### src/verilog/jtp_pkg.sv
// Constants, encodings and state codes for the boundary-scan test port.
// Overview of operation
// - TMS sampled on test clock rise steers states
// - Identification word bit zero is always one
// - Revision field sits in bits 31 to 28
// - Part field in bits 27 to 12, per variant
// - Maker field sits in bits 11 to 1
// - Code 0000 captures ring, selects boundary chain
// - Code 1111 selects the single bit register
// - Code 1011 loads and selects identification word
// - Code 0111 selects skip bit, floats all outputs
// - Code 0100 drives outputs from cells, skip bit
// - Code 1000 captures ring, selects boundary chain
// - Code 1100 resets core logic, selects skip bit
// - Four bit instruction register shifts TDI to TDO
// - Test logic reset loads identification read code
// - TDI taken on rising, TDO changed on falling
// - Skip bit cleared on every data capture, whatever the code
`default_nettype none
package jtp_pkg;
	// Instruction codes.
	localparam logic [3:0] JTP_IR_EXTEST   = 4'h0;
	localparam logic [3:0] JTP_IR_BYPASS   = 4'hf;
	localparam logic [3:0] JTP_IR_IDCODE   = 4'hb;
	localparam logic [3:0] JTP_IR_HIGHZ    = 4'h7;
	localparam logic [3:0] JTP_IR_CLAMP    = 4'h4;
	localparam logic [3:0] JTP_IR_SAMPLE   = 4'h8;
	localparam logic [3:0] JTP_IR_CORE_RST = 4'hc;
	// Pattern loaded into the instruction shifter on capture.
	localparam logic [3:0] JTP_IR_CAPTURE  = 4'h1;
	// Identification word fields; the values are arbitrary.
	localparam logic [3:0]  JTP_ID_REVISION = 4'h3;
	localparam logic [15:0] JTP_ID_PART_A   = 16'h5a10;
	localparam logic [15:0] JTP_ID_PART_B   = 16'h5a11;
	localparam logic [10:0] JTP_ID_MAKER    = 11'h2ab;
	localparam logic        JTP_ID_PRESENT  = 1'b1;
	// Default boundary chain length.
	localparam int unsigned JTP_CELLS_DEF = 16;
	// Register byte offsets and fields.
	localparam logic [7:0] JTP_REG_CTRL   = 8'h00;
	localparam logic [7:0] JTP_REG_STATUS = 8'h04;
	localparam int unsigned JTP_CTRL_VARIANT = 0;
	// Test port states.
	typedef enum logic [3:0] {
		JTP_TLR    = 4'b0000,
		JTP_RTI    = 4'b0001,
		JTP_SEL_DR = 4'b0010,
		JTP_CAP_DR = 4'b0011,
		JTP_SH_DR  = 4'b0100,
		JTP_EX1_DR = 4'b0101,
		JTP_PA_DR  = 4'b0110,
		JTP_EX2_DR = 4'b0111,
		JTP_UP_DR  = 4'b1000,
		JTP_SEL_IR = 4'b1001,
		JTP_CAP_IR = 4'b1010,
		JTP_SH_IR  = 4'b1011,
		JTP_EX1_IR = 4'b1100,
		JTP_PA_IR  = 4'b1101,
		JTP_EX2_IR = 4'b1110,
		JTP_UP_IR  = 4'b1111
	} jtp_st_t;
endpackage : jtp_pkg
`default_nettype wire

### src/verilog/jtp_tap.sv
// Boundary-scan test port: state machine, instruction decode and data paths.
`timescale 1ns/1ps
`default_nettype none
module jtp_tap
	import jtp_pkg::*;
#(
	parameter int unsigned CELLS = JTP_CELLS_DEF
) (
	// Clock and reset.
	input  wire logic             i_clock,
	input  wire logic             i_rst_n,
	// Test port pins.
	input  wire logic             i_tck,
	input  wire logic             i_tms,
	input  wire logic             i_tdi,
	output logic                  o_tdo,
	output logic                  o_tdo_oe_n,
	// Pin ring and functional control.
	input  wire logic [CELLS-1:0] i_pin_ring,
	output logic      [CELLS-1:0] o_cell_drive,
	output logic                  o_out_from_cells,
	output logic                  o_out_highz,
	output logic                  o_core_logic_reset,
	// Wishbone slave.
	input  wire logic             i_wb_cyc,
	input  wire logic             i_wb_stb,
	input  wire logic             i_wb_we,
	input  wire logic [7:0]       i_wb_adr,
	input  wire logic [31:0]      i_wb_dat,
	input  wire logic [3:0]       i_wb_sel,
	output logic      [31:0]      o_wb_dat,
	output logic                  o_wb_ack
);

	// Whole state of the block.
	typedef struct packed {
		logic             tck_s1;
		logic             tck_s2;
		logic             tck_d;
		logic             tms_s1;
		logic             tms_s2;
		logic             tdi_s1;
		logic             tdi_s2;
		logic [CELLS-1:0] ring_s1;
		logic [CELLS-1:0] ring_s2;
		jtp_st_t          st;
		logic [3:0]       ir_sh;
		logic [3:0]       ir;
		logic             skip;
		logic [31:0]      id_sh;
		logic [CELLS-1:0] bsr_sh;
		logic [CELLS-1:0] bsr_upd;
		logic             tdo;
		logic             tdo_oe_n;
		logic             from_cells;
		logic             highz;
		logic             core_rst;
		logic             variant;
		logic             ack;
		logic [31:0]      rdat;
	} jtp_regs_t;

	jtp_regs_t q_r;
	jtp_regs_t q_nxt;

	logic tck_rise;
	logic tck_fall;
	logic wb_req;

	// Next state of the test port controller.
	function automatic jtp_st_t jtp_next(input jtp_st_t s, input logic tms);
		case (s)
			JTP_TLR:    jtp_next = tms ? JTP_TLR    : JTP_RTI;
			JTP_RTI:    jtp_next = tms ? JTP_SEL_DR : JTP_RTI;
			JTP_SEL_DR: jtp_next = tms ? JTP_SEL_IR : JTP_CAP_DR;
			JTP_CAP_DR: jtp_next = tms ? JTP_EX1_DR : JTP_SH_DR;
			JTP_SH_DR:  jtp_next = tms ? JTP_EX1_DR : JTP_SH_DR;
			JTP_EX1_DR: jtp_next = tms ? JTP_UP_DR  : JTP_PA_DR;
			JTP_PA_DR:  jtp_next = tms ? JTP_EX2_DR : JTP_PA_DR;
			JTP_EX2_DR: jtp_next = tms ? JTP_UP_DR  : JTP_SH_DR;
			JTP_UP_DR:  jtp_next = tms ? JTP_SEL_DR : JTP_RTI;
			JTP_SEL_IR: jtp_next = tms ? JTP_TLR    : JTP_CAP_IR;
			JTP_CAP_IR: jtp_next = tms ? JTP_EX1_IR : JTP_SH_IR;
			JTP_SH_IR:  jtp_next = tms ? JTP_EX1_IR : JTP_SH_IR;
			JTP_EX1_IR: jtp_next = tms ? JTP_UP_IR  : JTP_PA_IR;
			JTP_PA_IR:  jtp_next = tms ? JTP_EX2_IR : JTP_PA_IR;
			JTP_EX2_IR: jtp_next = tms ? JTP_UP_IR  : JTP_SH_IR;
			JTP_UP_IR:  jtp_next = tms ? JTP_SEL_DR : JTP_RTI;
			default:    jtp_next = JTP_TLR;
		endcase
	endfunction : jtp_next

	// True when the instruction puts the boundary chain in the path.
	function automatic logic jtp_sel_bsr(input logic [3:0] ir);
		jtp_sel_bsr = (ir == JTP_IR_EXTEST) || (ir == JTP_IR_SAMPLE);
	endfunction : jtp_sel_bsr

	// True when the instruction puts the identification word in the path.
	function automatic logic jtp_sel_id(input logic [3:0] ir);
		jtp_sel_id = (ir == JTP_IR_IDCODE);
	endfunction : jtp_sel_id

	// Edges of the test clock, seen after the two-stage synchroniser.
	assign tck_rise = q_r.tck_s2 & ~q_r.tck_d;
	assign tck_fall = ~q_r.tck_s2 & q_r.tck_d;
	assign wb_req   = i_wb_cyc & i_wb_stb & ~q_r.ack;

	// Next-state logic for the whole block.
	always_comb begin
		q_nxt = q_r;
		// Pins come from another domain, so each passes two flip-flops.
		q_nxt.tck_s1  = i_tck;
		q_nxt.tck_s2  = q_r.tck_s1;
		q_nxt.tck_d   = q_r.tck_s2;
		q_nxt.tms_s1  = i_tms;
		q_nxt.tms_s2  = q_r.tms_s1;
		q_nxt.tdi_s1  = i_tdi;
		q_nxt.tdi_s2  = q_r.tdi_s1;
		q_nxt.ring_s1 = i_pin_ring;
		q_nxt.ring_s2 = q_r.ring_s1;

		// Rising test clock: act in the present state, then move on.
		if (tck_rise) begin
			case (q_r.st)
				JTP_CAP_DR: begin
					q_nxt.skip = 1'b0;
					if (jtp_sel_bsr(q_r.ir)) begin
						q_nxt.bsr_sh = q_r.ring_s2;
					end
					if (jtp_sel_id(q_r.ir)) begin
						q_nxt.id_sh = {JTP_ID_REVISION,
							q_r.variant ? JTP_ID_PART_B : JTP_ID_PART_A,
							JTP_ID_MAKER,
							JTP_ID_PRESENT};
					end
				end
				JTP_SH_DR: begin
					// TDI is taken on the rising edge only.
					if (jtp_sel_bsr(q_r.ir)) begin
						q_nxt.bsr_sh = {q_r.tdi_s2, q_r.bsr_sh[CELLS-1:1]};
					end else if (jtp_sel_id(q_r.ir)) begin
						q_nxt.id_sh = {q_r.tdi_s2, q_r.id_sh[31:1]};
					end else begin
						q_nxt.skip = q_r.tdi_s2;
					end
				end
				JTP_UP_DR: begin
					// Preloaded or captured cells become the drive values.
					if (jtp_sel_bsr(q_r.ir)) begin
						q_nxt.bsr_upd = q_r.bsr_sh;
					end
				end
				JTP_CAP_IR: begin
					q_nxt.ir_sh = JTP_IR_CAPTURE;
				end
				JTP_SH_IR: begin
					q_nxt.ir_sh = {q_r.tdi_s2, q_r.ir_sh[3:1]};
				end
				JTP_UP_IR: begin
					q_nxt.ir = q_r.ir_sh;
				end
				default: begin
					q_nxt.skip = q_r.skip;
				end
			endcase
			q_nxt.st = jtp_next(q_r.st, q_r.tms_s2);
			// Loading on entry means the read code is active as soon as the port lands in reset.
			if (q_nxt.st == JTP_TLR) begin
				q_nxt.ir = JTP_IR_IDCODE;
			end
		end

		// Falling test clock: TDO changes here so the tester sees it stable at rise.
		if (tck_fall) begin
			q_nxt.tdo_oe_n = 1'b1;
			if (q_r.st == JTP_SH_IR) begin
				q_nxt.tdo      = q_r.ir_sh[0];
				q_nxt.tdo_oe_n = 1'b0;
			end else if (q_r.st == JTP_SH_DR) begin
				q_nxt.tdo_oe_n = 1'b0;
				if (jtp_sel_bsr(q_r.ir)) begin
					q_nxt.tdo = q_r.bsr_sh[0];
				end else if (jtp_sel_id(q_r.ir)) begin
					q_nxt.tdo = q_r.id_sh[0];
				end else begin
					// Reserved codes also fall back to the skip bit.
					q_nxt.tdo = q_r.skip;
				end
			end
		end

		// Functional controls follow the active instruction.
		q_nxt.highz      = (q_r.ir == JTP_IR_HIGHZ);
		q_nxt.from_cells = (q_r.ir == JTP_IR_CLAMP) || (q_r.ir == JTP_IR_EXTEST);
		q_nxt.core_rst   = (q_r.ir == JTP_IR_CORE_RST);

		// Register bus: one wait state, then ack for a single cycle.
		q_nxt.ack  = wb_req;
		q_nxt.rdat = 32'h0000_0000;
		if (wb_req && i_wb_we && i_wb_sel[0] && (i_wb_adr == JTP_REG_CTRL)) begin
			q_nxt.variant = i_wb_dat[JTP_CTRL_VARIANT];
		end
		if (wb_req && !i_wb_we) begin
			case (i_wb_adr)
				JTP_REG_CTRL: begin
					q_nxt.rdat[JTP_CTRL_VARIANT] = q_r.variant;
				end
				JTP_REG_STATUS: begin
					q_nxt.rdat[3:0]  = q_r.ir;
					q_nxt.rdat[7:4]  = q_r.st;
					q_nxt.rdat[8]    = q_r.highz;
					q_nxt.rdat[9]    = q_r.from_cells;
					q_nxt.rdat[10]   = q_r.core_rst;
				end
				default: begin
					q_nxt.rdat = 32'h0000_0000;
				end
			endcase
		end

		// Synchronous reset puts the port in test logic reset.
		if (!i_rst_n) begin
			q_nxt          = '0;
			q_nxt.st       = JTP_TLR;
			q_nxt.ir       = JTP_IR_IDCODE;
			q_nxt.tdo_oe_n = 1'b1;
		end
	end

	// State register.
	always_ff @(posedge i_clock) begin
		q_r <= q_nxt;
	end

	// Outputs come straight from the state register.
	assign o_tdo              = q_r.tdo;
	assign o_tdo_oe_n         = q_r.tdo_oe_n;
	assign o_cell_drive       = q_r.bsr_upd;
	assign o_out_from_cells   = q_r.from_cells;
	assign o_out_highz        = q_r.highz;
	assign o_core_logic_reset = q_r.core_rst;
	assign o_wb_dat           = q_r.rdat;
	assign o_wb_ack           = q_r.ack;

endmodule : jtp_tap
`default_nettype wire

### config.mk
export PLATFORM = sky130hd
export DESIGN_NAME = jtp_tap
export DESIGN_NICKNAME = d
export VERILOG_FILES = /design/src/verilog/jtp_pkg.sv /design/src/verilog/jtp_tap.sv
export SDC_FILE = /design/constraint.sdc
export NUM_CORES = 1
export LEC_CHECK = 0
export BUFFER_PORTS_ARGS = -buffer_cell sky130_fd_sc_hd__clkbuf_2
export CAP_MARGIN = 20
export CORE_ASPECT_RATIO = 0.9
export CORE_UTILIZATION = 49
export DETAILED_ROUTE_END_ITERATION = 10
export HOLD_SLACK_MARGIN = 0.08
export PLACE_DENSITY_LB_ADDON = 0.15
export SYNTH_ARGS = -nofsm -noshare
export SYNTH_HDL_FRONTEND = slang
export SYNTH_SLANG_ARGS = --single-unit
### constraint.sdc
create_clock -name i_clock -period 1.83 [get_ports i_clock]
set_clock_uncertainty 0.05 [all_clocks]
set_input_delay 0 -clock i_clock [delete_from_list [all_inputs] [get_ports i_clock]]
set_output_delay 0 -clock i_clock [all_outputs]
set_load 0.01 [all_outputs]
==> impl_metrics.tcl <==
set metrics [dict create \
    result_of_the_run "complete, but fails checks" \
    failing_checks "setup timing" \
    post_synthesis_cell_type_count 53 \
    finalSetupViolCount 18 \
    core_area_um2 10900 \
    cts.root.buffer_cell "sky130_fd_sc_hd__clkbuf_16" \
    rsz0062_at_grt "yes" \
    sw_frac_of_total_pct 21.5 \
    fin_ws_ns -0.0719 \
    layout_common_cells "131 x sky130_fd_sc_hd__dfxtp_1, 96 x sky130_fd_sc_hd__nand2_1, 66 x sky130_fd_sc_hd__clkbuf_2, 50 x sky130_fd_sc_hd__and2_1, 26 x sky130_fd_sc_hd__buf_4" \
    fillerInstances 881 \
    grt_antenna_before_repair 0 \
    cts-root-to-sink-buffers 2 \
    min-delay-path-class "in2reg" \
    cts_sinks 134 \
    areaGrowthSynthToFinish_pct 26.4 \
    first_iter_violations 203 \
    hold_slack_ns 0.143 \
    count_of_final_hold_check_violations 0 \
    endpoint_type_of_the_worst_setup_path "register" \
    fin_setup_tns_ns -0.626 \
    routed_via_density 4.95 \
    cp_data_arrival_time_ns 2.15 \
    comb_power_share_pct 3.7 \
    wire_per_inst_um 13.1 \
    layout_commonest_cell "sky130_fd_sc_hd__dfxtp_1" \
    diode_count 0 \
    tritoncts.num_buffers 17 \
    syn_area_um2 5490 \
    syn-instance-count 599 \
    width_of_the_die_um 114 \
    final_layout_size_suffix_gt1_share_pct 25.6 \
    cts.reportedPaths.clkPinSlew_ns 0.06 \
    critPathLaunchType "register" \
    drt-pass1-iter-count 4 \
    final_cells 840 \
    dominantRegCellSynth "sky130_fd_sc_hd__dfxtp_1" \
    cts_tree "done" \
    start_util_pct 50.5 \
    design_area_um2 6930 \
    placed_cell_area_um2 5830 \
    synth_enable_flop_cells 0 \
    syn_area_per_cell_um2 9.16 \
    row_count 36 \
    path_class "reg2reg" \
    fp.dieH_um 102 \
    clock_insertion_delay_worst_skew_ns 0.41 \
    max_cap_viol_count 0 \
    antenna_left 0 \
    utilization_pct 63.9 \
    seq_power_share_pct 45.5 \
    vias 4159 \
    hold-path-cell-count 4 \
    power_switching_mw 1.41 \
    timing.critical_path.fanout_max 8 \
    asyncSetResetFlopFracSynth_pct 0 \
    number_of_h_tree_branching_levels 4 \
    power_density_nw_per_um2 943 \
    finalWeightedCongestion 0.811 \
    grt_pass1_vias 3566 \
    fmaxAchievable_mhz 526 \
    p_int_mw 5.13 \
    port-buffer-count 66 \
    postSynthRegisterBits 134 \
    final.min_clock_period_ns 1.90 \
    routed_wirelength_um 11000 \
    ios 122 \
    worst_ep_required_time_ns 2.08 \
    clock_power_share_pct 50.8 \
    globalRouteTotalUtil_pct 18.9 \
    global_route_wire_length_before_repair_um 17300 \
    fin_total_pwr_mw 6.54 \
    static-leakage-power_nw 2.84 \
    final_min_period_over_clock_period_pct 104 \
    synth-warning-count 0 \
    post-dp-hpwl_um 6880 \
    drv_slew 0 \
    fp.dieArea_um2 11600 \
    seq_area_frac_synth_pct 48.9 \
    residual_drc_count 0 \
    fin_nets 743 \
    dp_worst_setup_slack_ns -0.0899 \
    r2r_cells 7 \
    grt_overflow 0 \
    grt_max_degree 70 \
    placed_cells 777 \
    worst_vdd_ir_v 0.000909 \
]
state kept, by name, summed over array words and instances, names as in the netlist:
name / flops
o_cell_drive: 16
o_core_logic_reset: 1
o_out_from_cells: 1
o_out_highz: 1
o_tdo: 1
o_tdo_oe_n: 1
o_wb_ack: 1
o_wb_dat: 11
q_r: 101
worst paths after layout:
path	startpoint	to	slack (ns)
max	q_r[114]$_SDFFE_PN0P_	q_r[64]$_SDFFE_PN0P_	-0.07
min	i_wb_adr[2]	o_wb_dat[4]$_SDFF_PN0_	0.14
max reg2reg	q_r[114]$_SDFFE_PN0P_	q_r[64]$_SDFFE_PN0P_	-0.07
min reg2reg	q_r[144]$_SDFF_PN0_	q_r[128]$_SDFF_PN0_	0.38
cell type report:
class / count / area, um^2 / share of cell area [%]
clock buffers: 18 / 439 / 6.33
clock inverters: 14 / 151 / 2.18
flip-flops and latches: 134 / 2690 / 38.8
inverters: 2 / 7.51 / 0.108
well taps: 152 / 190 / 2.74
repair buffers: 128 / 983 / 14.2
multi-input cells: 392 / 2470 / 35.7
cell usage after synthesis, types with 2 or more instances:
| library cell | number | area (um^2) |
|---|---|---|
| sky130_fd_sc_hd__a2111oi_4 | 2 | 55.1 |
| sky130_fd_sc_hd__a21boi_0 | 23 | 173 |
| sky130_fd_sc_hd__a21boi_1 | 15 | 113 |
| sky130_fd_sc_hd__a21oi_1 | 9 | 45.0 |
| sky130_fd_sc_hd__a31oi_1 | 3 | 18.8 |
| sky130_fd_sc_hd__and2_1 | 50 | 313 |
| sky130_fd_sc_hd__and3b_1 | 2 | 17.5 |
| sky130_fd_sc_hd__buf_1 | 2 | 7.51 |
| sky130_fd_sc_hd__buf_2 | 9 | 45.0 |
| sky130_fd_sc_hd__buf_4 | 49 | 368 |
| sky130_fd_sc_hd__buf_6 | 3 | 33.8 |
| sky130_fd_sc_hd__clkbuf_1 | 27 | 101 |
| sky130_fd_sc_hd__dfxtp_1 | 134 | 2680 |
| sky130_fd_sc_hd__inv_1 | 2 | 7.51 |
| sky130_fd_sc_hd__mux2i_1 | 8 | 80.1 |
| sky130_fd_sc_hd__nand2_1 | 96 | 360 |
| sky130_fd_sc_hd__nand2b_1 | 5 | 31.3 |
| sky130_fd_sc_hd__nand3_1 | 38 | 190 |
| sky130_fd_sc_hd__nand4b_1 | 2 | 17.5 |
| sky130_fd_sc_hd__nor2_1 | 22 | 82.6 |
| sky130_fd_sc_hd__nor2b_1 | 8 | 50.1 |
| sky130_fd_sc_hd__nor3_1 | 17 | 85.1 |
| sky130_fd_sc_hd__nor3b_1 | 16 | 120 |
| sky130_fd_sc_hd__nor4_1 | 3 | 18.8 |
| sky130_fd_sc_hd__nor4b_1 | 2 | 17.5 |
| sky130_fd_sc_hd__o211a_1 | 16 | 160 |
| sky130_fd_sc_hd__o21ai_0 | 8 | 40.0 |
| sky130_fd_sc_hd__or3_1 | 3 | 18.8 |
metal layers:
layer / track usage (%) / vias up / share of wire, %
met2: 28.1 / 112 / 45
met5: 0 / - / 0
met1: 26.4 / 1938 / 50
met4: 6.38 / 0 / 0.54
li1: - / 2103 / -
met3: 5.46 / 6 / 4.6
repair_timing:
| item | CTS | global route |
|---|---|---|
| hold buffers | 25 | 0 |
| pin swaps | 7 | 4 |
| gates resized for setup | 14 | 27 |
| setup endpoints to repair | 52 | 61 |
| hold endpoints to repair | 32 | 0 |
| buffers inserted | 1 | 2 |
| gates cloned | 0 | 3 |
kinds of logic (layout without fill, tap and decap cells):
kind of cell,Yosys count,count (layout),synth area share [%]
other,1,21,0.0683
multiplexers,10,10,2.08
XOR/XNOR,2,2,0.319
buffers and inverters,93,162,10.4
AO/OA/AOI/OAI,86,86,12.7
AND/OR/NAND/NOR,273,273,25.6
flip-flops,134,134,48.9
power groups by stage:
stage	combinational (mW)	clock [mW]	sequential, mW
after floorplan	0.164	0	3.03
after global placement	0.194	0	3.04
after detailed placement	0.197	0	3.04
after CTS	0.236	3.39	2.98
after global routing	0.267	3.51	2.98
final	0.241	3.32	2.98
worst max-delay path: stages, from the launching register on:
cell and delay (ns):
sky130_fd_sc_hd__dfxtp_4 0.36, sky130_fd_sc_hd__buf_6 0.11, sky130_fd_sc_hd__nand3b_1 0.29, sky130_fd_sc_hd__a2111oi_4 0.43
sky130_fd_sc_hd__buf_6 0.18, sky130_fd_sc_hd__clkbuf_16 0.16, sky130_fd_sc_hd__nand3_1 0.08, sky130_fd_sc_hd__o211a_1 0.13
Power figures use the tool's default switching activity.
